**config.mk**
```make
export PLATFORM = sky130hd
export DESIGN_NAME = bsse_exec
export DESIGN_NICKNAME = d
export VERILOG_FILES = /design/src/verilog/bsse_exec.v
export VERILOG_INCLUDE_DIRS = /design/src /design/src/verilog
export SDC_FILE = /design/constraint.sdc
export NUM_CORES = 1
export LEC_CHECK = 0
export ABC_AREA = 1
export BUFFER_PORTS_ARGS = -buffer_cell sky130_fd_sc_hd__buf_4
export CORE_MARGIN = 2
export CORE_UTILIZATION = 35
export CTS_CLUSTER_SIZE = 40
export DETAILED_ROUTE_END_ITERATION = 8
export HOLD_SLACK_MARGIN = 0.15
export MAX_ROUTING_LAYER = met4
export PLACE_DENSITY = 0.5
export SLEW_MARGIN = 20
export SYNTH_ARGS = -nofsm -noshare
export SYNTH_HDL_FRONTEND = slang
export SYNTH_SLANG_ARGS = --single-unit
```
**constraint.sdc**
```tcl
create_clock -name pclk -period 4.6 [get_ports pclk]
set_input_delay 0.92 -clock pclk [delete_from_list [all_inputs] [get_ports pclk]]
set_output_delay 0.92 -clock pclk [all_outputs]
set_load 0.01 [all_outputs]
```
**src/verilog/bsse_consts.vh**
```
`ifndef BSSE_CONSTS_VH
`define BSSE_CONSTS_VH

// ====================================================================
// register byte offsets
`define BSSE_ADDR_CMD       12'h000
`define BSSE_ADDR_OPERAND   12'h004
`define BSSE_ADDR_OFFSET    12'h008
`define BSSE_ADDR_PC        12'h00C
`define BSSE_ADDR_FLAGS     12'h010
`define BSSE_ADDR_RESULT    12'h014
`define BSSE_ADDR_STATUS    12'h018

// ====================================================================
// field positions
`define BSSE_CMD_OP_MSB     4
`define BSSE_CMD_OP_LSB     0
`define BSSE_CMD_BIT_MSB    7
`define BSSE_CMD_BIT_LSB    5
`define BSSE_CMD_TWO_WORD   8
`define BSSE_OPD_RD_MSB     7
`define BSSE_OPD_RD_LSB     0
`define BSSE_OPD_RR_MSB     15
`define BSSE_OPD_RR_LSB     8
`define BSSE_OPD_IO_MSB     23
`define BSSE_OPD_IO_LSB     16
`define BSSE_OFS_MSB        6
`define BSSE_STS_BUSY       0
`define BSSE_STS_CYC_LSB    1
`define BSSE_STS_CYC_MSB    2
`define BSSE_STS_TAKEN      3

// ====================================================================
// status register bit positions
`define BSSE_FLAG_C         0
`define BSSE_FLAG_Z         1
`define BSSE_FLAG_N         2
`define BSSE_FLAG_V         3
`define BSSE_FLAG_S         4
`define BSSE_FLAG_H         5
`define BSSE_FLAG_T         6
`define BSSE_FLAG_I         7

// ====================================================================
// reset values
`define BSSE_RST_PC         16'h0000
`define BSSE_RST_FLAGS      8'h00
`define BSSE_RST_CMD        9'h000
`define BSSE_RST_OPERAND    24'h000000
`define BSSE_RST_OFFSET     7'h00

// ====================================================================
// timing counts in cycles
`define BSSE_CYC_ONE        2'h1
`define BSSE_CYC_TWO        2'h2
`define BSSE_CYC_THREE      2'h3

// ====================================================================
// operation codes
`define BSSE_OP_CMPC        5'h00
`define BSSE_OP_CMPI        5'h01
`define BSSE_OP_SKRC        5'h02
`define BSSE_OP_SKRS        5'h03
`define BSSE_OP_SKIC        5'h04
`define BSSE_OP_SKIS        5'h05
`define BSSE_OP_BFS         5'h06
`define BSSE_OP_BFC         5'h07
`define BSSE_OP_BEQ         5'h08
`define BSSE_OP_BNE         5'h09
`define BSSE_OP_BCS         5'h0A
`define BSSE_OP_BCC         5'h0B
`define BSSE_OP_BSH         5'h0C
`define BSSE_OP_BLO         5'h0D
`define BSSE_OP_BMI         5'h0E
`define BSSE_OP_BPL         5'h0F
`define BSSE_OP_BGE         5'h10
`define BSSE_OP_BLT         5'h11
`define BSSE_OP_BHS         5'h12
`define BSSE_OP_BHC         5'h13
`define BSSE_OP_BTS         5'h14
`define BSSE_OP_BTC         5'h15
`define BSSE_OP_BVS         5'h16
`define BSSE_OP_BVC         5'h17
`define BSSE_OP_BIE         5'h18
`define BSSE_OP_BID         5'h19
`define BSSE_OP_SHLL        5'h1A
`define BSSE_OP_SHRL        5'h1B
`define BSSE_OP_ROTL        5'h1C
`define BSSE_OP_ROTR        5'h1D
`define BSSE_OP_SHRA        5'h1E

`endif

```
**src/verilog/bsse_exec.v**
```verilog
// Function
// RULE_01 - compares subtract without writeback, set Z C N V S H, one cycle
// RULE_02 - register bit clear skip: skip next when bit 0, flags untouched
// RULE_03 - register bit set skip: skip next when bit 1, flags untouched
// RULE_04 - io bit clear skip: skip next when io bit 0, flags untouched
// RULE_05 - io bit set skip: skip next when io bit 1
// RULE_06 - generic flag set branch jumps to pc+k+1, 1 or 2 cycles
// RULE_07 - generic flag clear branch jumps when indexed flag is 0
// RULE_08 - equal branch on Z set, not equal branch on Z clear
// RULE_09 - carry set and lower on C=1; carry clear and same-higher on C=0
// RULE_10 - minus branch on N=1, plus branch on N=0
// RULE_11 - signed ge on N xor V = 0, signed lt on N xor V = 1
// RULE_12 - half carry branches on H set or clear
// RULE_13 - transfer bit branches on T set or clear
// RULE_14 - overflow branches on V set or clear, flags intact
// RULE_15 - interrupt branches on I set or clear
// RULE_16 - logical left shift clears bit 0, updates Z C N V H
// RULE_17 - logical right shift clears bit 7, updates Z C N V only
// RULE_18 - rotate left takes old carry into bit 0, bit 7 into carry
// RULE_19 - rotate right takes old carry into bit 7, bit 0 into carry
// RULE_20 - arithmetic right shift keeps bit 7, updates Z C N V
// RULE_21 - skip adds 2 over one word, 3 over two words, cycles match
// RULE_22 - signed word offset added to pc+1; untaken branch advances one
//
// Decided for this implementation: the APB register port and the register offsets.
`timescale 1ns/10ps
`include "bsse_consts.vh"

module bsse_exec
(
    // clock and reset
    input wire pclk,
    input wire presetn,
    // apb slave
    input wire psel,
    input wire penable,
    input wire pwrite,
    input wire [11:0] paddr,
    input wire [31:0] pwdata,
    output reg [31:0] prdata,
    output reg pready,
    output reg pslverr,
    // core state
    output reg [15:0] pc_out,
    output reg [7:0] status_register_out,
    output reg busy
);

// ====================================================================
// state and storage
localparam [2:0] ST_IDLE = 3'b001;
localparam [2:0] ST_EXEC = 3'b010;
localparam [2:0] ST_WAIT = 3'b100;

reg [2:0] state_q;
reg [2:0] state_d;
reg [8:0] cmd_q;
reg [23:0] operand_q;
reg [6:0] offset_q;
reg [15:0] pc_q;
reg [7:0] status_register_q;
reg [7:0] result_q;
reg [1:0] cyc_q;
reg taken_q;
reg [1:0] cnt_q;
reg [1:0] cnt_d;

wire setup_ph;
wire apb_fire;
wire [4:0] op;
wire [2:0] bidx;
wire [7:0] rd_v;
wire [7:0] rr_v;
wire [7:0] io_v;
wire [15:0] ofs_ext;

assign setup_ph = psel & ~penable;
assign apb_fire = psel & penable & pready;
assign op = cmd_q[`BSSE_CMD_OP_MSB:`BSSE_CMD_OP_LSB];
assign bidx = cmd_q[`BSSE_CMD_BIT_MSB:`BSSE_CMD_BIT_LSB];
assign rd_v = operand_q[`BSSE_OPD_RD_MSB:`BSSE_OPD_RD_LSB];
assign rr_v = operand_q[`BSSE_OPD_RR_MSB:`BSSE_OPD_RR_LSB];
assign io_v = operand_q[`BSSE_OPD_IO_MSB:`BSSE_OPD_IO_LSB];
assign ofs_ext = {{9{offset_q[`BSSE_OFS_MSB]}}, offset_q}; // RULE_22

// ====================================================================
// address decode
function mapped;
    input [11:0] a;
    begin
        case (a)
            `BSSE_ADDR_CMD, `BSSE_ADDR_OPERAND, `BSSE_ADDR_OFFSET,
            `BSSE_ADDR_PC, `BSSE_ADDR_FLAGS, `BSSE_ADDR_RESULT,
            `BSSE_ADDR_STATUS:
                mapped = 1'b1;
            default:
                mapped = 1'b0;
        endcase
    end
endfunction

function [31:0] read_mux;
    input [11:0] a;
    input [8:0] cmd;
    input [23:0] opd;
    input [6:0] ofs;
    input [15:0] pcv;
    input [7:0] sr;
    input [7:0] res;
    input [3:0] sts;
    begin
        case (a)
            `BSSE_ADDR_CMD: read_mux = {23'h000000, cmd};
            `BSSE_ADDR_OPERAND: read_mux = {8'h00, opd};
            `BSSE_ADDR_OFFSET: read_mux = {25'h0000000, ofs};
            `BSSE_ADDR_PC: read_mux = {16'h0000, pcv};
            `BSSE_ADDR_FLAGS: read_mux = {24'h000000, sr};
            `BSSE_ADDR_RESULT: read_mux = {24'h000000, res};
            `BSSE_ADDR_STATUS: read_mux = {28'h0000000, sts};
            default: read_mux = 32'h00000000;
        endcase
    end
endfunction

// ====================================================================
// branch condition decode
reg br_op;
reg br_take;

always @*
begin
    br_op = 1'b1;
    br_take = 1'b0;
    case (op)
        `BSSE_OP_BFS: br_take = status_register_q[bidx]; // RULE_06
        `BSSE_OP_BFC: br_take = ~status_register_q[bidx]; // RULE_07
        `BSSE_OP_BEQ: br_take = status_register_q[`BSSE_FLAG_Z]; // RULE_08
        `BSSE_OP_BNE: br_take = ~status_register_q[`BSSE_FLAG_Z]; // RULE_08
        `BSSE_OP_BCS, `BSSE_OP_BLO:
            br_take = status_register_q[`BSSE_FLAG_C]; // RULE_09
        `BSSE_OP_BCC, `BSSE_OP_BSH:
            br_take = ~status_register_q[`BSSE_FLAG_C]; // RULE_09
        `BSSE_OP_BMI: br_take = status_register_q[`BSSE_FLAG_N]; // RULE_10
        `BSSE_OP_BPL: br_take = ~status_register_q[`BSSE_FLAG_N]; // RULE_10
        `BSSE_OP_BGE:
            br_take = ~(status_register_q[`BSSE_FLAG_N]
                ^ status_register_q[`BSSE_FLAG_V]); // RULE_11
        `BSSE_OP_BLT:
            br_take = status_register_q[`BSSE_FLAG_N]
                ^ status_register_q[`BSSE_FLAG_V]; // RULE_11
        `BSSE_OP_BHS: br_take = status_register_q[`BSSE_FLAG_H]; // RULE_12
        `BSSE_OP_BHC: br_take = ~status_register_q[`BSSE_FLAG_H]; // RULE_12
        `BSSE_OP_BTS: br_take = status_register_q[`BSSE_FLAG_T]; // RULE_13
        `BSSE_OP_BTC: br_take = ~status_register_q[`BSSE_FLAG_T]; // RULE_13
        `BSSE_OP_BVS: br_take = status_register_q[`BSSE_FLAG_V]; // RULE_14
        `BSSE_OP_BVC: br_take = ~status_register_q[`BSSE_FLAG_V]; // RULE_14
        `BSSE_OP_BIE: br_take = status_register_q[`BSSE_FLAG_I]; // RULE_15
        `BSSE_OP_BID: br_take = ~status_register_q[`BSSE_FLAG_I]; // RULE_15
        default: br_op = 1'b0;
    endcase
end

// ====================================================================
// compare and shift datapath
reg [8:0] diff;
reg [7:0] res;
reg [7:0] flags_nx;
reg c_in;
reg upd;
reg skip_op;
reg skip_take;
reg fl_n;
reg fl_v;
reg fl_c;

always @*
begin
    flags_nx = status_register_q;
    res = result_q;
    upd = 1'b0;
    skip_op = (op >= `BSSE_OP_SKRC) && (op <= `BSSE_OP_SKIS);
    skip_take = 1'b0;
    fl_n = 1'b0;
    fl_v = 1'b0;
    fl_c = 1'b0;
    c_in = (op == `BSSE_OP_CMPC) ? status_register_q[`BSSE_FLAG_C] : 1'b0;
    diff = {1'b0, rd_v} - {1'b0, rr_v} - {8'h00, c_in};
    case (op)
        `BSSE_OP_CMPC, `BSSE_OP_CMPI:
        begin
            // difference is discarded, only the flags move
            fl_n = diff[7];
            fl_v = (rd_v[7] & ~rr_v[7] & ~diff[7])
                | (~rd_v[7] & rr_v[7] & diff[7]);
            flags_nx[`BSSE_FLAG_C] = (~rd_v[7] & rr_v[7])
                | (rr_v[7] & diff[7]) | (diff[7] & ~rd_v[7]); // RULE_01
            flags_nx[`BSSE_FLAG_H] = (~rd_v[3] & rr_v[3])
                | (rr_v[3] & diff[3]) | (diff[3] & ~rd_v[3]); // RULE_01
            flags_nx[`BSSE_FLAG_N] = fl_n;
            flags_nx[`BSSE_FLAG_V] = fl_v;
            flags_nx[`BSSE_FLAG_S] = fl_n ^ fl_v;
            // with carry, zero only survives if it was already set
            if (op == `BSSE_OP_CMPC)
                flags_nx[`BSSE_FLAG_Z] = (diff[7:0] == 8'h00)
                    & status_register_q[`BSSE_FLAG_Z]; // RULE_01
            else
                flags_nx[`BSSE_FLAG_Z] = (diff[7:0] == 8'h00); // RULE_01
        end
        `BSSE_OP_SKRC: skip_take = ~rd_v[bidx]; // RULE_02
        `BSSE_OP_SKRS: skip_take = rd_v[bidx]; // RULE_03
        `BSSE_OP_SKIC: skip_take = ~io_v[bidx]; // RULE_04
        `BSSE_OP_SKIS: skip_take = io_v[bidx]; // RULE_05
        `BSSE_OP_SHLL:
        begin
            upd = 1'b1;
            res = {rd_v[6:0], 1'b0}; // RULE_16
            fl_c = rd_v[7];
            flags_nx[`BSSE_FLAG_H] = rd_v[3]; // RULE_16
        end
        `BSSE_OP_ROTL:
        begin
            upd = 1'b1;
            res = {rd_v[6:0], status_register_q[`BSSE_FLAG_C]}; // RULE_18
            fl_c = rd_v[7]; // RULE_18
            flags_nx[`BSSE_FLAG_H] = rd_v[3]; // RULE_18
        end
        `BSSE_OP_SHRL:
        begin
            upd = 1'b1;
            res = {1'b0, rd_v[7:1]}; // RULE_17
            fl_c = rd_v[0];
        end
        `BSSE_OP_ROTR:
        begin
            upd = 1'b1;
            res = {status_register_q[`BSSE_FLAG_C], rd_v[7:1]}; // RULE_19
            fl_c = rd_v[0]; // RULE_19
        end
        `BSSE_OP_SHRA:
        begin
            upd = 1'b1;
            res = {rd_v[7], rd_v[7:1]}; // RULE_20
            fl_c = rd_v[0]; // RULE_20
        end
        default: upd = 1'b0;
    endcase
    if (upd)
    begin
        // overflow is negative xor carry after any shift or rotate
        flags_nx[`BSSE_FLAG_C] = fl_c;
        flags_nx[`BSSE_FLAG_N] = res[7];
        flags_nx[`BSSE_FLAG_V] = res[7] ^ fl_c;
        flags_nx[`BSSE_FLAG_Z] = (res == 8'h00);
    end
end

// ====================================================================
// next program counter and cycle count
reg [15:0] pc_nx;
reg [1:0] cyc_nx;
reg take_nx;

always @*
begin
    pc_nx = pc_q + 16'h0001; // RULE_22
    cyc_nx = `BSSE_CYC_ONE;
    take_nx = 1'b0;
    if (skip_op && skip_take)
    begin
        take_nx = 1'b1;
        if (cmd_q[`BSSE_CMD_TWO_WORD])
        begin
            pc_nx = pc_q + 16'h0003; // RULE_21
            cyc_nx = `BSSE_CYC_THREE; // RULE_21
        end
        else
        begin
            pc_nx = pc_q + 16'h0002; // RULE_21
            cyc_nx = `BSSE_CYC_TWO; // RULE_21
        end
    end
    else if (br_op && br_take)
    begin
        take_nx = 1'b1;
        pc_nx = pc_q + ofs_ext + 16'h0001; // RULE_22
        cyc_nx = `BSSE_CYC_TWO; // RULE_06
    end
end

// ====================================================================
// sequencer
always @*
begin
    state_d = state_q;
    cnt_d = cnt_q;
    case (state_q)
        ST_IDLE:
        begin
            if (apb_fire && pwrite && !pslverr && paddr == `BSSE_ADDR_CMD)
                state_d = ST_EXEC;
        end
        ST_EXEC:
        begin
            cnt_d = cyc_nx - `BSSE_CYC_ONE;
            if (cyc_nx == `BSSE_CYC_ONE)
                state_d = ST_IDLE; // RULE_22
            else
                state_d = ST_WAIT;
        end
        ST_WAIT:
        begin
            cnt_d = cnt_q - `BSSE_CYC_ONE;
            if (cnt_q == `BSSE_CYC_ONE)
                state_d = ST_IDLE;
        end
        default:
        begin
            state_d = ST_IDLE;
            cnt_d = 2'h0;
        end
    endcase
end

always @(posedge pclk or negedge presetn)
begin
    if (!presetn)
    begin
        state_q <= ST_IDLE;
        cnt_q <= 2'h0;
        cyc_q <= 2'h0;
        taken_q <= 1'b0;
        result_q <= 8'h00;
    end
    else
    begin
        state_q <= state_d;
        cnt_q <= cnt_d;
        if (state_q == ST_EXEC)
        begin
            cyc_q <= cyc_nx;
            taken_q <= take_nx;
            result_q <= res;
        end
    end
end

// ====================================================================
// register file and apb slave
always @(posedge pclk or negedge presetn)
begin
    if (!presetn)
    begin
        cmd_q <= `BSSE_RST_CMD;
        operand_q <= `BSSE_RST_OPERAND;
        offset_q <= `BSSE_RST_OFFSET;
        pc_q <= `BSSE_RST_PC;
        status_register_q <= `BSSE_RST_FLAGS;
        pready <= 1'b0;
        pslverr <= 1'b0;
        prdata <= 32'h00000000;
        pc_out <= `BSSE_RST_PC;
        status_register_out <= `BSSE_RST_FLAGS;
        busy <= 1'b0;
    end
    else
    begin
        // zero wait states: ready is raised for every access phase
        pready <= setup_ph;
        pslverr <= setup_ph & (~mapped(paddr)
            | (pwrite & (paddr == `BSSE_ADDR_CMD) & (state_q != ST_IDLE))
            | (pwrite & (paddr == `BSSE_ADDR_RESULT))
            | (pwrite & (paddr == `BSSE_ADDR_STATUS)));
        if (setup_ph)
            prdata <= read_mux(paddr, cmd_q, operand_q, offset_q, pc_q,
                status_register_q, result_q,
                {taken_q, cyc_q, state_q != ST_IDLE});
        if (apb_fire && pwrite && !pslverr)
        begin
            case (paddr)
                `BSSE_ADDR_CMD: cmd_q <= pwdata[8:0];
                `BSSE_ADDR_OPERAND: operand_q <= pwdata[23:0];
                `BSSE_ADDR_OFFSET: offset_q <= pwdata[6:0];
                `BSSE_ADDR_PC: pc_q <= pwdata[15:0];
                `BSSE_ADDR_FLAGS: status_register_q <= pwdata[7:0];
                default: cmd_q <= cmd_q;
            endcase
        end
        if (state_q == ST_EXEC)
        begin
            pc_q <= pc_nx;
            status_register_q <= flags_nx; // RULE_02
        end
        pc_out <= (state_q == ST_EXEC) ? pc_nx : pc_q;
        status_register_out <= (state_q == ST_EXEC) ? flags_nx
            : status_register_q;
        busy <= (state_d != ST_IDLE);
    end
end

endmodule

```
==> results.md, run 1 <==
- # DRC: 0
- Crit end category: flip-flop
- Buf/Inv on CP: 0
- CTS tree: done
- Reg2Reg Depth: 17
- Max clock buf depth: 2
- First-pass GRT wire length: 46620 um
- Hold crit path type: reg2reg
- Crit. path cell count: 17
- Fin Setup TNS: 0 ps
- Switching pwr: 0.6463 mW
- Avg WL per Cell: 17.75 um
- Cell Chain, Critical Path: nor3_2, nand3_1, fa_1, ha_1, nor2_1, o21ai_0, nand2_1, nand2_1, or2_2, nand2_1, nor2_1, nand3_1, nand2_1, nand2_1, nand2_1, nand2_1, nand2_1
- Num CTS Buffers: 17
- FP Rows: 57
- HPWL after detailed placement: roughly 22000 um
- Area leader, netlist: dfrtp_1
- Routed vias/inst: 5.138
- Register bit total from synthesis: between 100 and 150
- CP endpoint: status_register_out[1]
- Grt ovf: 0
- Sequential Power Share: 41.5%
- Vias in the first global route: 8126
- Power per cell area: 265.9 nW/um^2
- Setup Buffers After CTS: 0
- Distinct cell type count after synthesis: 45
- Final setup viols: 0
- Minimum clock period after layout: 3495 ps
- Worst EP arrival: 3810 ps
- CTS Root Cell: clkbuf_16
- Sw Ratio: 23.41%
- Die Height: 162.3 um
- Area grow syn2layout: 18.34%
- Worst vdd rail ir drop: 0.0001641 V
- Worst path required time: 4910 ps
- Hold buffer count at cts: 0
- Initial DRC Count: 787
- Final slew viol count: 0
- Hold Violations, Final: 0
- Post-synth EDFFs: 0
- Outcome: complete, no violations
- Logic pwr share: 3.7%
- Antenna viol nets, final: 0
- Core ar.: 24460 um^2
- Slowest CP cell: dfrtp_1
- Critical Path Most Common Cell: nand2_1
- Pre-antenna DRT Iters: 5
- Crit start category: flip-flop
- Clk pwr share: around 55%
- Cell Int Power: 2.115 mW
- Relative slew slack: 33.74%
- Routing usage on met3: 4.584%
- Synth Cell Area: between 8000 and 9000 um^2
- Post-CTS Resized: 0
- Starting Density: between 30% and 40%
- Num ports: 108
- P_leak: around 5.4 nW
- Chip width: 162.3 um
- Period utilisation layout: between 70% and 80%
- Share of layout cells above drive strength 1: 11.16%
- Worst-margin pin slew: 991.5 ps
- Vias after detailed routing: 8622
- Fmax: 286.1 MHz
- H-Tree Depth: 4
- DRT Wirelength: 29780 um
- Max incr delay on CP: 590 ps
- Synth top area share: a little under two fifths
- Die Area: 26350 um^2
- IO buf count: 91
- Place WS: between 1000 and 1500 ps
- Total track usage: 23.69%
- Met2 Track Usage GR: 37.35%
- Clock slew at reported path FFs: roughly 60 ps
- CP top delay family: simple AND/OR/NAND/NOR gates
- Unrepaired setup endpoints after global routing: no
- Post-synth top flop: dfrtp_1
- Reg-to-reg startpoint: cmd_q[4]
- M1 GR Usage: 31.49%
- GRT busiest layer: met2
- CP Launch Point: cmd_q[4]
- Clk Latency, worst-skew pair: 430 ps
- Nets: 1428
- R2R setup slack: around 1100 ps
- Crit Path Max Fanout: 15
- Total clock sinks: 130
- Synthesized netlist cell count: 1263
- Sequential share of the synthesized area: 37.09%
- Avg Inst Size Synth: ~6.9 um^2
- Post-synth ARST share: 100.0%
- Max-Cap Viols: 0
- Top cells by area, synth: dfrtp_1 (37%), nand2_1 (16%), inv_1 (6.7%)
- Gpl congestion: 0.9438
- Largest net degree at the start of global routing: 78
- Yosys warns: 0
- Fill cell count: 2614
- Initial antenna violation count: 1
- R2R Path End: status_register_out[1]
- Final WS setup: approximately 1100 ps
- Worst Skew: 16.62 ps
- Crit Path Category: reg2reg
[cell type report]
class / count / area [um^2] / area share, %
antenna: 1 / 2.502 / 0.02410
sequential: 130 / 3254 / 31.34
multi-input combinational: 923 / 4691 / 45.17
clock buffer: 19 / 452.9 / 4.362
timing repair buffer: 102 / 769.5 / 7.411
inverter: 167 / 626.9 / 6.037
tap: 324 / 405.4 / 3.904
clock inverter: 12 / 181.4 / 1.747
[how the worst min path moves through the flow]
stage                               startpoint                     end  slack [ps]  cells after the start
after floorplan           status_register_q[7]  status_register_out[7]         370                      0
after global placement    status_register_q[6]  status_register_out[6]         400                      0
after detailed placement  status_register_q[7]  status_register_out[7]         390                      0
after CTS                 status_register_q[7]  status_register_out[7]         420                      0
after global routing      status_register_q[7]  status_register_out[7]         430                      0
final                     status_register_q[7]  status_register_out[7]         420                      0
[flip-flops by register name, summed over array words and instances, names as in the netlist]
name	cells
state_q	3
pslverr	1
status_register_q	8
prdata	24
pc_out	16
cmd_q	9
status_register_out	8
pc_q	16
operand_q	24
cnt_q	2
result_q	8
pready	1
busy	1
offset_q	7
cyc_q	2
[logic make-up (layout without fill, tap and decap cells)]
logic type	after synthesis	in the layout	share of synthesized area [%]
AND/OR/NAND/NOR	615	615	28.86
AO/OA/AOI/OAI	220	220	14.33
buffers and inverters	217	300	9.810
flip-flops	130	130	37.09
XOR/XNOR	42	42	4.192
adder cells (fa/ha/maj)	38	38	5.675
other	1	9	0.04274
[cell usage in the layout, fill, tap and decap left out, types with 3 or more instances in the layout]
cell type   count
nand2_1       374
o21a_1          3
fa_1            3
nand3b_1        4
nand3_1        91
o31ai_1         8
xnor2_1         8
o211ai_1       18
inv_1         156
inv_2           9
a21oi_1        61
nor2_1        103
o21ai_1         8
ha_1           35
nor4_1          5
o41ai_1         3
o21ai_0        79
o22ai_1        28
bufinv_16       4
clkbuf_16      17
conb_1          8
buf_4         101
dfrtp_1       129
xor2_1         34
nor3_1         17
nand4_1        11
clkinvlp_4      4
[worst register-to-register path, delay by kind of cell (launching register included)]
family | cells | cell delay [ps]
AO/OA/AOI/OAI | 1 | 200
adder cells (fa/ha/maj) | 2 | 640
flip-flops | 1 | 590
AND/OR/NAND/NOR | 14 | 1940
[per-layer routing]
metal  part of all wire, %  wire, um
met2                    47     13960
met1                    46     13590
met3                   5.8      1725
met5                     0         0
met4                   1.7       502
[synthesized netlist by cell type, types with 3 or more instances]
| library cell | number |
|---|---|
| xnor2_1 | 8 |
| o21ai_1 | 8 |
| buf_4 | 8 |
| nand3_1 | 91 |
| clkbuf_1 | 28 |
| fa_1 | 3 |
| nor2_1 | 103 |
| nor3_1 | 18 |
| o211ai_1 | 18 |
| nand4_1 | 11 |
| ha_1 | 35 |
| o21a_1 | 3 |
| o31ai_1 | 8 |
| a21oi_1 | 61 |
| o22ai_1 | 28 |
| o41ai_1 | 3 |
| nand3b_1 | 4 |
| nand2_1 | 374 |
| buf_2 | 13 |
| o21ai_0 | 79 |
| xor2_1 | 34 |
| nor4_1 | 5 |
| inv_1 | 156 |
| dfrtp_1 | 129 |
| inv_2 | 9 |
[power by group through the flow]
stage,Sequential (mW),Clock [mW],Combinational [mW]
2_1_floorplan,1.17,0,0.0323
3_5_place_dp,1.17,0,0.104
5_1_grt,1.15,1.58,0.115
4_1_cts,1.15,1.53,0.105
3_3_place_gp,1.17,0,0.105
6_report,1.15,1.51,0.103
[per-stage QoR]
stage / power, mW / instances / hold WS [ps] / cell area [um^2] / util [%]
after floorplan: 1.200 / 1270 / 373.9 / 8801 / -
after global placement: 1.272 / 1646 / 399.9 / 9747 / 39.84
after detailed placement: 1.271 / 1646 / 391.4 / 9747 / 39.84
after CTS: 2.785 / 1677 / 417.1 / 10380 / 42.44
after global routing: 2.842 / 1678 / 434.0 / 10380 / 42.45
final: 2.761 / 1678 / 419.6 / 10380 / 42.45
Note: power is estimated with default switching activity, not from simulation.
==> run 2: changes to the inputs <==
==> constraint.sdc (replaced) <==
create_clock -name pclk -period 3.5 [get_ports pclk]
set_input_delay 0.7 -clock pclk [delete_from_list [all_inputs] [get_ports pclk]]
set_output_delay 0.7 -clock pclk [all_outputs]
set_load 0.01 [all_outputs]
==> run 2 against run 1 <==
  * Clock skew is 4.5 ps lower
  * Clock power is 20% higher
  * Wire length is 0.75% lower
  * Clock-buffer cell count is 2 lower
  * Worst setup slack worse by 630 ps
  * Via count is 1.1% lower
  * Sequential share of layout area is 0.17 points lower
  * Critical path type unchanged
==> results.md, run 2 (synthesis results as in run 1) <==
- Max clock buf depth: 2 (unchanged)
- Fmax: 330.5 MHz (was 286.1 MHz)
- Clk Latency, worst-skew pair: 430 ps (about the same)
- Most common cell after layout, fill and taps aside: nand2_1 (unchanged)
- Clock slew at reported path FFs: 60 ps (about the same)
- FP Rows: 57 (unchanged)
- Vias after detailed routing: 8530 (was 8622)
- Final core utilization: 42.68% (was 42.45%)
- Setup Buffers After CTS: 0 (unchanged)
- Crit Path Max Fanout: 6 (was 15)
- DRT Wirelength: 29560 um (was 29780 um)
- Num ports: 108 (unchanged)
- Share of layout cells above drive strength 1: 12.07% (was 11.16%)
- Starting Density: 35.87% (unchanged)
- Initial DRC Count: 590 (was 787)
- Reg2Reg Depth: 18 (was 17)
- Num CTS Buffers: 17 (unchanged)
- Routed vias/inst: 5.044 (was 5.138)
- Worst path required time: 3790 ps (was 4910 ps)
- Area grow syn2layout: 18.98% (was 18.34%)
- Initial antenna violation count: 0 (was 1)
- Fin Setup TNS: 0 ps (unchanged)
- Unrepaired setup endpoints after global routing: no (unchanged)
- Largest net degree at the start of global routing: 62 (was 78)
- Hold Violations, Final: 0 (unchanged)
- Post-CTS Resized: 0 (unchanged)
- Cell Int Power: 2.605 mW (was 2.115 mW)
- Max incr delay on CP: 440 ps (was 590 ps)
- Sequential Power Share: 43.6% (was 41.5%)
- Cell Chain, Critical Path: nor2_1, inv_1, nor3_2, nand3_1, fa_1, ha_1, nand2_1, o21ai_0, nand2_1, nand2_1, or2_2, nand2_1, o21ai_0, nand3_1, nand2_1, nand2_1, nand2_1, o21ai_0 (was nor3_2, nand3_1, fa_1, ha_1, nor2_1, o21ai_0, nand2_1, nand2_1, or2_2, nand2_1, nor2_1, nand3_1, nand2_1, nand2_1, nand2_1, nand2_1, nand2_1)
- Dpl cells: 1659 (was 1646)
- Pre-antenna DRT Iters: 6 (was 5)
- Antenna viol nets, final: 0 (unchanged)
- CTS tree: done (unchanged)
- Grt ovf: 0 (unchanged)
- # DRC: 0 (unchanged)
- Hold crit path type: in2async (was reg2reg)
- Crit Path Category: reg2reg (unchanged)
- Total track usage: 23.50% (was 23.69%)
- Chip width: 162.3 um (unchanged)
- Relative slew slack: 52.84% (was 33.74%)
- Power per cell area: 331.0 nW/um^2 (was 265.9 nW/um^2)
- R2R Path End: status_register_out[0] (was status_register_out[1])
- Critical Path Most Common Cell: nand2_1 (unchanged)
- Final setup viols: 0 (unchanged)
- Logic pwr share: 3.9% (was 3.7%)
- Die Area: 26350 um^2 (unchanged)
- Nets: 1441 (was 1428)
- Clk pwr share: 52.5% (was 54.8%)
- H-Tree Depth: 4 (unchanged)
- Max-Cap Viols: 0 (unchanged)
- Die Height: 162.3 um (unchanged)
- Slowest CP cell: dfrtp_1 (unchanged)
- Crit end category: flip-flop (unchanged)
- Gpl congestion: 0.9229 (was 0.9438)
- Outcome: complete, no violations (unchanged)
- Antenna fix cells: 0 (was 1)
- Vias in the first global route: 8128 (was 8126)
- Worst vdd rail ir drop: 0.0002306 V (was 0.0001641 V)
- IO buf count: 91 (unchanged)
- Commonest cells after routing, fill and taps aside: nand2_1 (374), inv_1 (156), dfrtp_1 (129), buf_4 (113), nor2_1 (103) (was nand2_1 (374), inv_1 (156), dfrtp_1 (129), nor2_1 (103), buf_4 (101))
- Non-filler cells in the finished layout: 1691 (was 1678)
- First-pass GRT wire length: 46360 um (was 46620 um)
- Reg-to-reg startpoint: cmd_q[2] (was cmd_q[4])
- Crit start category: flip-flop (unchanged)
- Sw Ratio: 24.62% (was 23.41%)
- HPWL after detailed placement: 22630 um (was 22200 um)
- Avg WL per Cell: 17.48 um (was 17.75 um)
- Worst-margin pin slew: 704.8 ps (was 991.5 ps)
- CTS Root Cell: clkbuf_16 (unchanged)
- Power, Total: 3.456 mW (was 2.761 mW)
- Final slew viol count: 0 (unchanged)
- Period utilisation layout: 86.44% (was 75.98%)
- Biggest regs: operand_q: 24 flops, prdata: 24 flops (unchanged)
- Core ar.: 24460 um^2 (unchanged)
- R2R setup slack: 470 ps (was 1110 ps)
- Minimum clock period after layout: 3026 ps (was 3495 ps)
- Worst Skew: 12.10 ps (was 16.62 ps)
- Total clock sinks: 130 (unchanged)
- Worst EP arrival: 3310 ps (was 3810 ps)
- Hold buffer count at cts: 0 (unchanged)
- Switching pwr: 0.8509 mW (was 0.6463 mW)
- P_leak: 5.426 nW (was 5.381 nW)
run 2: changes by cell type in the layout (fill, tap and decap cells not counted), sizes merged:
| cell | change |
|---|---|
| buf | +13 |
| inv | +3 |
| bufinv | -2 |
| clkbuf | -2 |
| clkinv | +2 |
| diode | -1 |
run 2: per-layer routing:
metal	routed length [um]	GRT usage, %	up-vias
met2	13990	37.85	194
met1	13810	31.75	4040
met3	1257	3.030	30
met5	0	-	-
li1	-	-	4266
met4	499	5.310	0
run 2: how the worst max path moves through the flow:
| stage | from | to |
|---|---|---|
| after CTS | cmd_q[2] | status_register_out[0] |
| after global placement | cmd_q[2] | status_register_out[0] |
| after detailed placement | cmd_q[2] | status_register_out[0] |
| after global routing | cmd_q[2] | status_register_q[2] |
| final | cmd_q[2] | status_register_out[0] |
| after floorplan | cmd_q[4] | status_register_q[1] |
run 2: area by class of cell:
class | instances | area [um^2]
clock inverter | 15 | 157.7
timing repair buffer | 115 | 879.6
fill | 2592 | 14020
inverter | 167 | 626.9
clock buffer | 17 | 425.4
tap | 324 | 405.4
multi-input combinational | 923 | 4691
sequential | 130 | 3254
run 2: power groups by stage:
stage	clock network (mW)	logic (mW)	registers, mW
after floorplan	0	0.0425	1.53
after global placement	0	0.140	1.53
after detailed placement	0	0.139	1.53
after CTS	1.84	0.140	1.51
after global routing	1.91	0.152	1.50
final	1.81	0.136	1.51
run 2: critical path, delay by kind of cell (launching register included):
kind | cells | cell delay, ps
flip-flops | 1 | 440
buffers and inverters | 1 | 80
AO/OA/AOI/OAI | 3 | 480
AND/OR/NAND/NOR | 12 | 1150
adder cells (fa/ha/maj) | 2 | 730
run 2: through the flow:
step / setup slack [ps] / cell area, um^2 / hold WS, ps
final: 474.5 / 10440 / 182.7
after detailed placement: 474.9 / 9857 / 415.0
after floorplan: 553.9 / 8801 / 373.9
after global routing: 181.8 / 10440 / 211.2
after CTS: 455.3 / 10440 / 203.8
after global placement: 491.9 / 9857 / 405.5
==> run 3: changes to the inputs <==
--- a/config.mk
+++ b/config.mk
@@ -13,7 +13,6 @@
 export CTS_CLUSTER_SIZE = 40
 export DETAILED_ROUTE_END_ITERATION = 8
 export HOLD_SLACK_MARGIN = 0.15
-export MAX_ROUTING_LAYER = met4
 export PLACE_DENSITY = 0.5
 export SLEW_MARGIN = 20
 export SYNTH_ARGS = -nofsm -noshare
==> run 3 against run 2 <==
  * First-iteration DRC count is 23% higher
  * Wire length is 2.0% lower
  * Die area stayed put
  * Clock-buffer cell count is 1 higher
  * Maximum frequency is 1.2% higher
  * Hold slack worse by 7.1 ps
  * Sequential share of layout area is 0.11 points higher
  * Power is 2.5% lower
  * Largest cell class unchanged
==> results.md, run 3 (synthesis results as in run 1) <==
- Relative slew slack: 47.50% (was 52.84%)
- Fmax: 334.5 MHz (was 330.5 MHz)
- Chip width: 162.3 um (unchanged)
- Crit Path Max Fanout: 6 (unchanged)
- WHS: 175.6 ps (was 182.7 ps)
- CTS Root Cell: clkbuf_16 (unchanged)
- Die Area: 26350 um^2 (unchanged)
- Post-CTS Resized: 0 (unchanged)
- Vias in the first global route: 8341 (was 8128)
- Final WS setup: 510.9 ps (was 474.5 ps)
- Antenna viol nets, final: 0 (unchanged)
- DRT Wirelength: 28960 um (was 29560 um)
- Die Height: 162.3 um (unchanged)
- Pre-antenna DRT Iters: 8 (was 6)
- Worst-margin pin slew: 780.4 ps (was 704.8 ps)
- Worst Skew: 8.439 ps (was 12.10 ps)
- Buf/Inv on CP: 1 (unchanged)
- Clock slew at reported path FFs: 70 ps (was 60 ps)
- Reg2Reg Depth: 18 (unchanged)
- R2R Path End: status_register_out[0] (unchanged)
- CP Launch Point: cmd_q[2] (unchanged)
- Worst path required time: 3780 ps (was 3790 ps)
- Max clock buf depth: 2 (unchanged)
- Most common cell after layout, fill and taps aside: nand2_1 (unchanged)
- CTS tree: done (unchanged)
- Total clock sinks: 130 (unchanged)
- Clk Latency, worst-skew pair: 430 ps (about the same)
- Outcome: complete, no violations (unchanged)
- IO buf count: 91 (unchanged)
- First-pass GRT wire length: 46250 um (was 46360 um)
- Routed vias/inst: 5.067 (was 5.044)
- Core ar.: 24460 um^2 (unchanged)
- Power, Total: 3.370 mW (was 3.456 mW)
- Biggest regs: operand_q: 24 flops, prdata: 24 flops (unchanged)
- Antenna fix cells: 0 (unchanged)
- Commonest cells after routing, fill and taps aside: nand2_1 (374), inv_1 (156), dfrtp_1 (129), buf_4 (111), nor2_1 (103) (was nand2_1 (374), inv_1 (156), dfrtp_1 (129), buf_4 (113), nor2_1 (103))
- Critical Path Most Common Cell: nand2_1 (unchanged)
- Avg WL per Cell: 17.14 um (was 17.48 um)
- Place WS: 506.4 ps (was 474.9 ps)
- Final setup viols: 0 (unchanged)
- Hold buffer count at cts: 0 (unchanged)
- Total track usage: 22.68% (was 23.50%)
- Vias after detailed routing: 8559 (was 8530)
- CP endpoint: status_register_out[0] (unchanged)
- Initial DRC Count: 724 (was 590)
- Minimum clock period after layout: 2989 ps (was 3026 ps)
- H-Tree Depth: 4 (unchanged)
- Cell Chain, Critical Path: nor2_1, inv_1, nor3_2, nand3_1, fa_1, ha_1, nand2_1, o21ai_0, nand2_1, nand2_1, or2_2, nand2_1, o21ai_0, nand3_1, nand2_1, nand2_1, nand2_1, o21ai_0 (unchanged)
- HPWL after detailed placement: 22160 um (was 22630 um)
- Fill cell count: 2570 (was 2592)
- Crit start category: flip-flop (unchanged)
- R2R setup slack: 510 ps (was 470 ps)
- Slowest CP cell: dfrtp_1 (unchanged)
- Num CTS Buffers: 17 (unchanged)
- Starting Density: 35.87% (unchanged)
- Max-Cap Viols: 0 (unchanged)
- Setup Buffers After CTS: 0 (unchanged)
- Largest net degree at the start of global routing: 60 (was 62)
- Grt ovf: 0 (unchanged)
- Share of layout cells above drive strength 1: 11.87% (was 12.07%)
- Hold crit path type: in2async (unchanged)
- Worst vdd rail ir drop: 0.0002726 V (was 0.0002306 V)
- Num ports: 108 (unchanged)
- # DRC: 0 (unchanged)
- Nets: 1439 (was 1441)
- Crit. path cell count: 18 (unchanged)
- Area grow syn2layout: 18.57% (was 18.98%)
- FP Rows: 57 (unchanged)
- Initial antenna violation count: 0 (unchanged)
- Fin Setup TNS: 0 ps (unchanged)
- Reg-to-reg startpoint: cmd_q[2] (unchanged)
- Unrepaired setup endpoints after global routing: no (unchanged)
- Worst EP arrival: 3270 ps (was 3310 ps)
- Dpl cell area: 9842 um^2 (was 9857 um^2)
- Final slew viol count: 0 (unchanged)
- Crit end category: flip-flop (unchanged)
- Period utilisation layout: 85.40% (was 86.44%)
- CP top delay family: simple AND/OR/NAND/NOR gates (unchanged)
- Max incr delay on CP: 430 ps (was 440 ps)
- Hold Violations, Final: 0 (unchanged)
- Power per cell area: 323.9 nW/um^2 (was 331.0 nW/um^2)
- Crit Path Category: reg2reg (unchanged)
- P_leak: 5.406 nW (was 5.426 nW)
- Design area: 10400 um^2 (was 10440 um^2)
- Gpl congestion: 0.9367 (was 0.9229)
## run 3: power by group
group          internal [mW]  total [mW]  switching, mW
clock network          0.985        1.73          0.744
registers               1.50        1.51        0.00112
logic                 0.0461       0.136         0.0896
## run 3: cell type report
| class | instances | area, um^2 | share of cell area (%) |
|---|---|---|---|
| timing repair buffer | 113 | 864.6 | 8.310 |
| tap | 324 | 405.4 | 3.897 |
| sequential | 130 | 3254 | 31.28 |
| clock inverter | 14 | 132.6 | 1.275 |
| multi-input combinational | 923 | 4691 | 45.09 |
| inverter | 167 | 626.9 | 6.025 |
| clock buffer | 18 | 429.2 | 4.125 |
## run 3: metrics by stage
stage	cells	util, %
finish	1689	42.53
global route	1689	42.53
CTS	1689	42.53
detailed placement	1657	40.23
global placement	1657	40.23
floorplan	1270	-
## run 3: how the worst min path moves through the flow
| stage | slack, ps | depth (start not counted) | startpoint | endpoint |
|---|---|---|---|---|
| CTS | 190 | 1 | presetn | prdata[19] |
| global placement | 400 | 0 | status_register_q[6] | status_register_out[6] |
| global route | 200 | 1 | presetn | operand_q[21] |
| floorplan | 370 | 0 | status_register_q[7] | status_register_out[7] |
| detailed placement | 390 | 0 | status_register_q[7] | status_register_out[7] |
| finish | 180 | 1 | presetn | prdata[19] |
## run 3: layer usage
metal	vias up	track usage, %	wire length (um)
met1	4025	31.19	13300
li1	4263	-	-
met4	0	7.200	626
met3	39	3.769	1509
met5	-	0	0
met2	232	36.60	13520
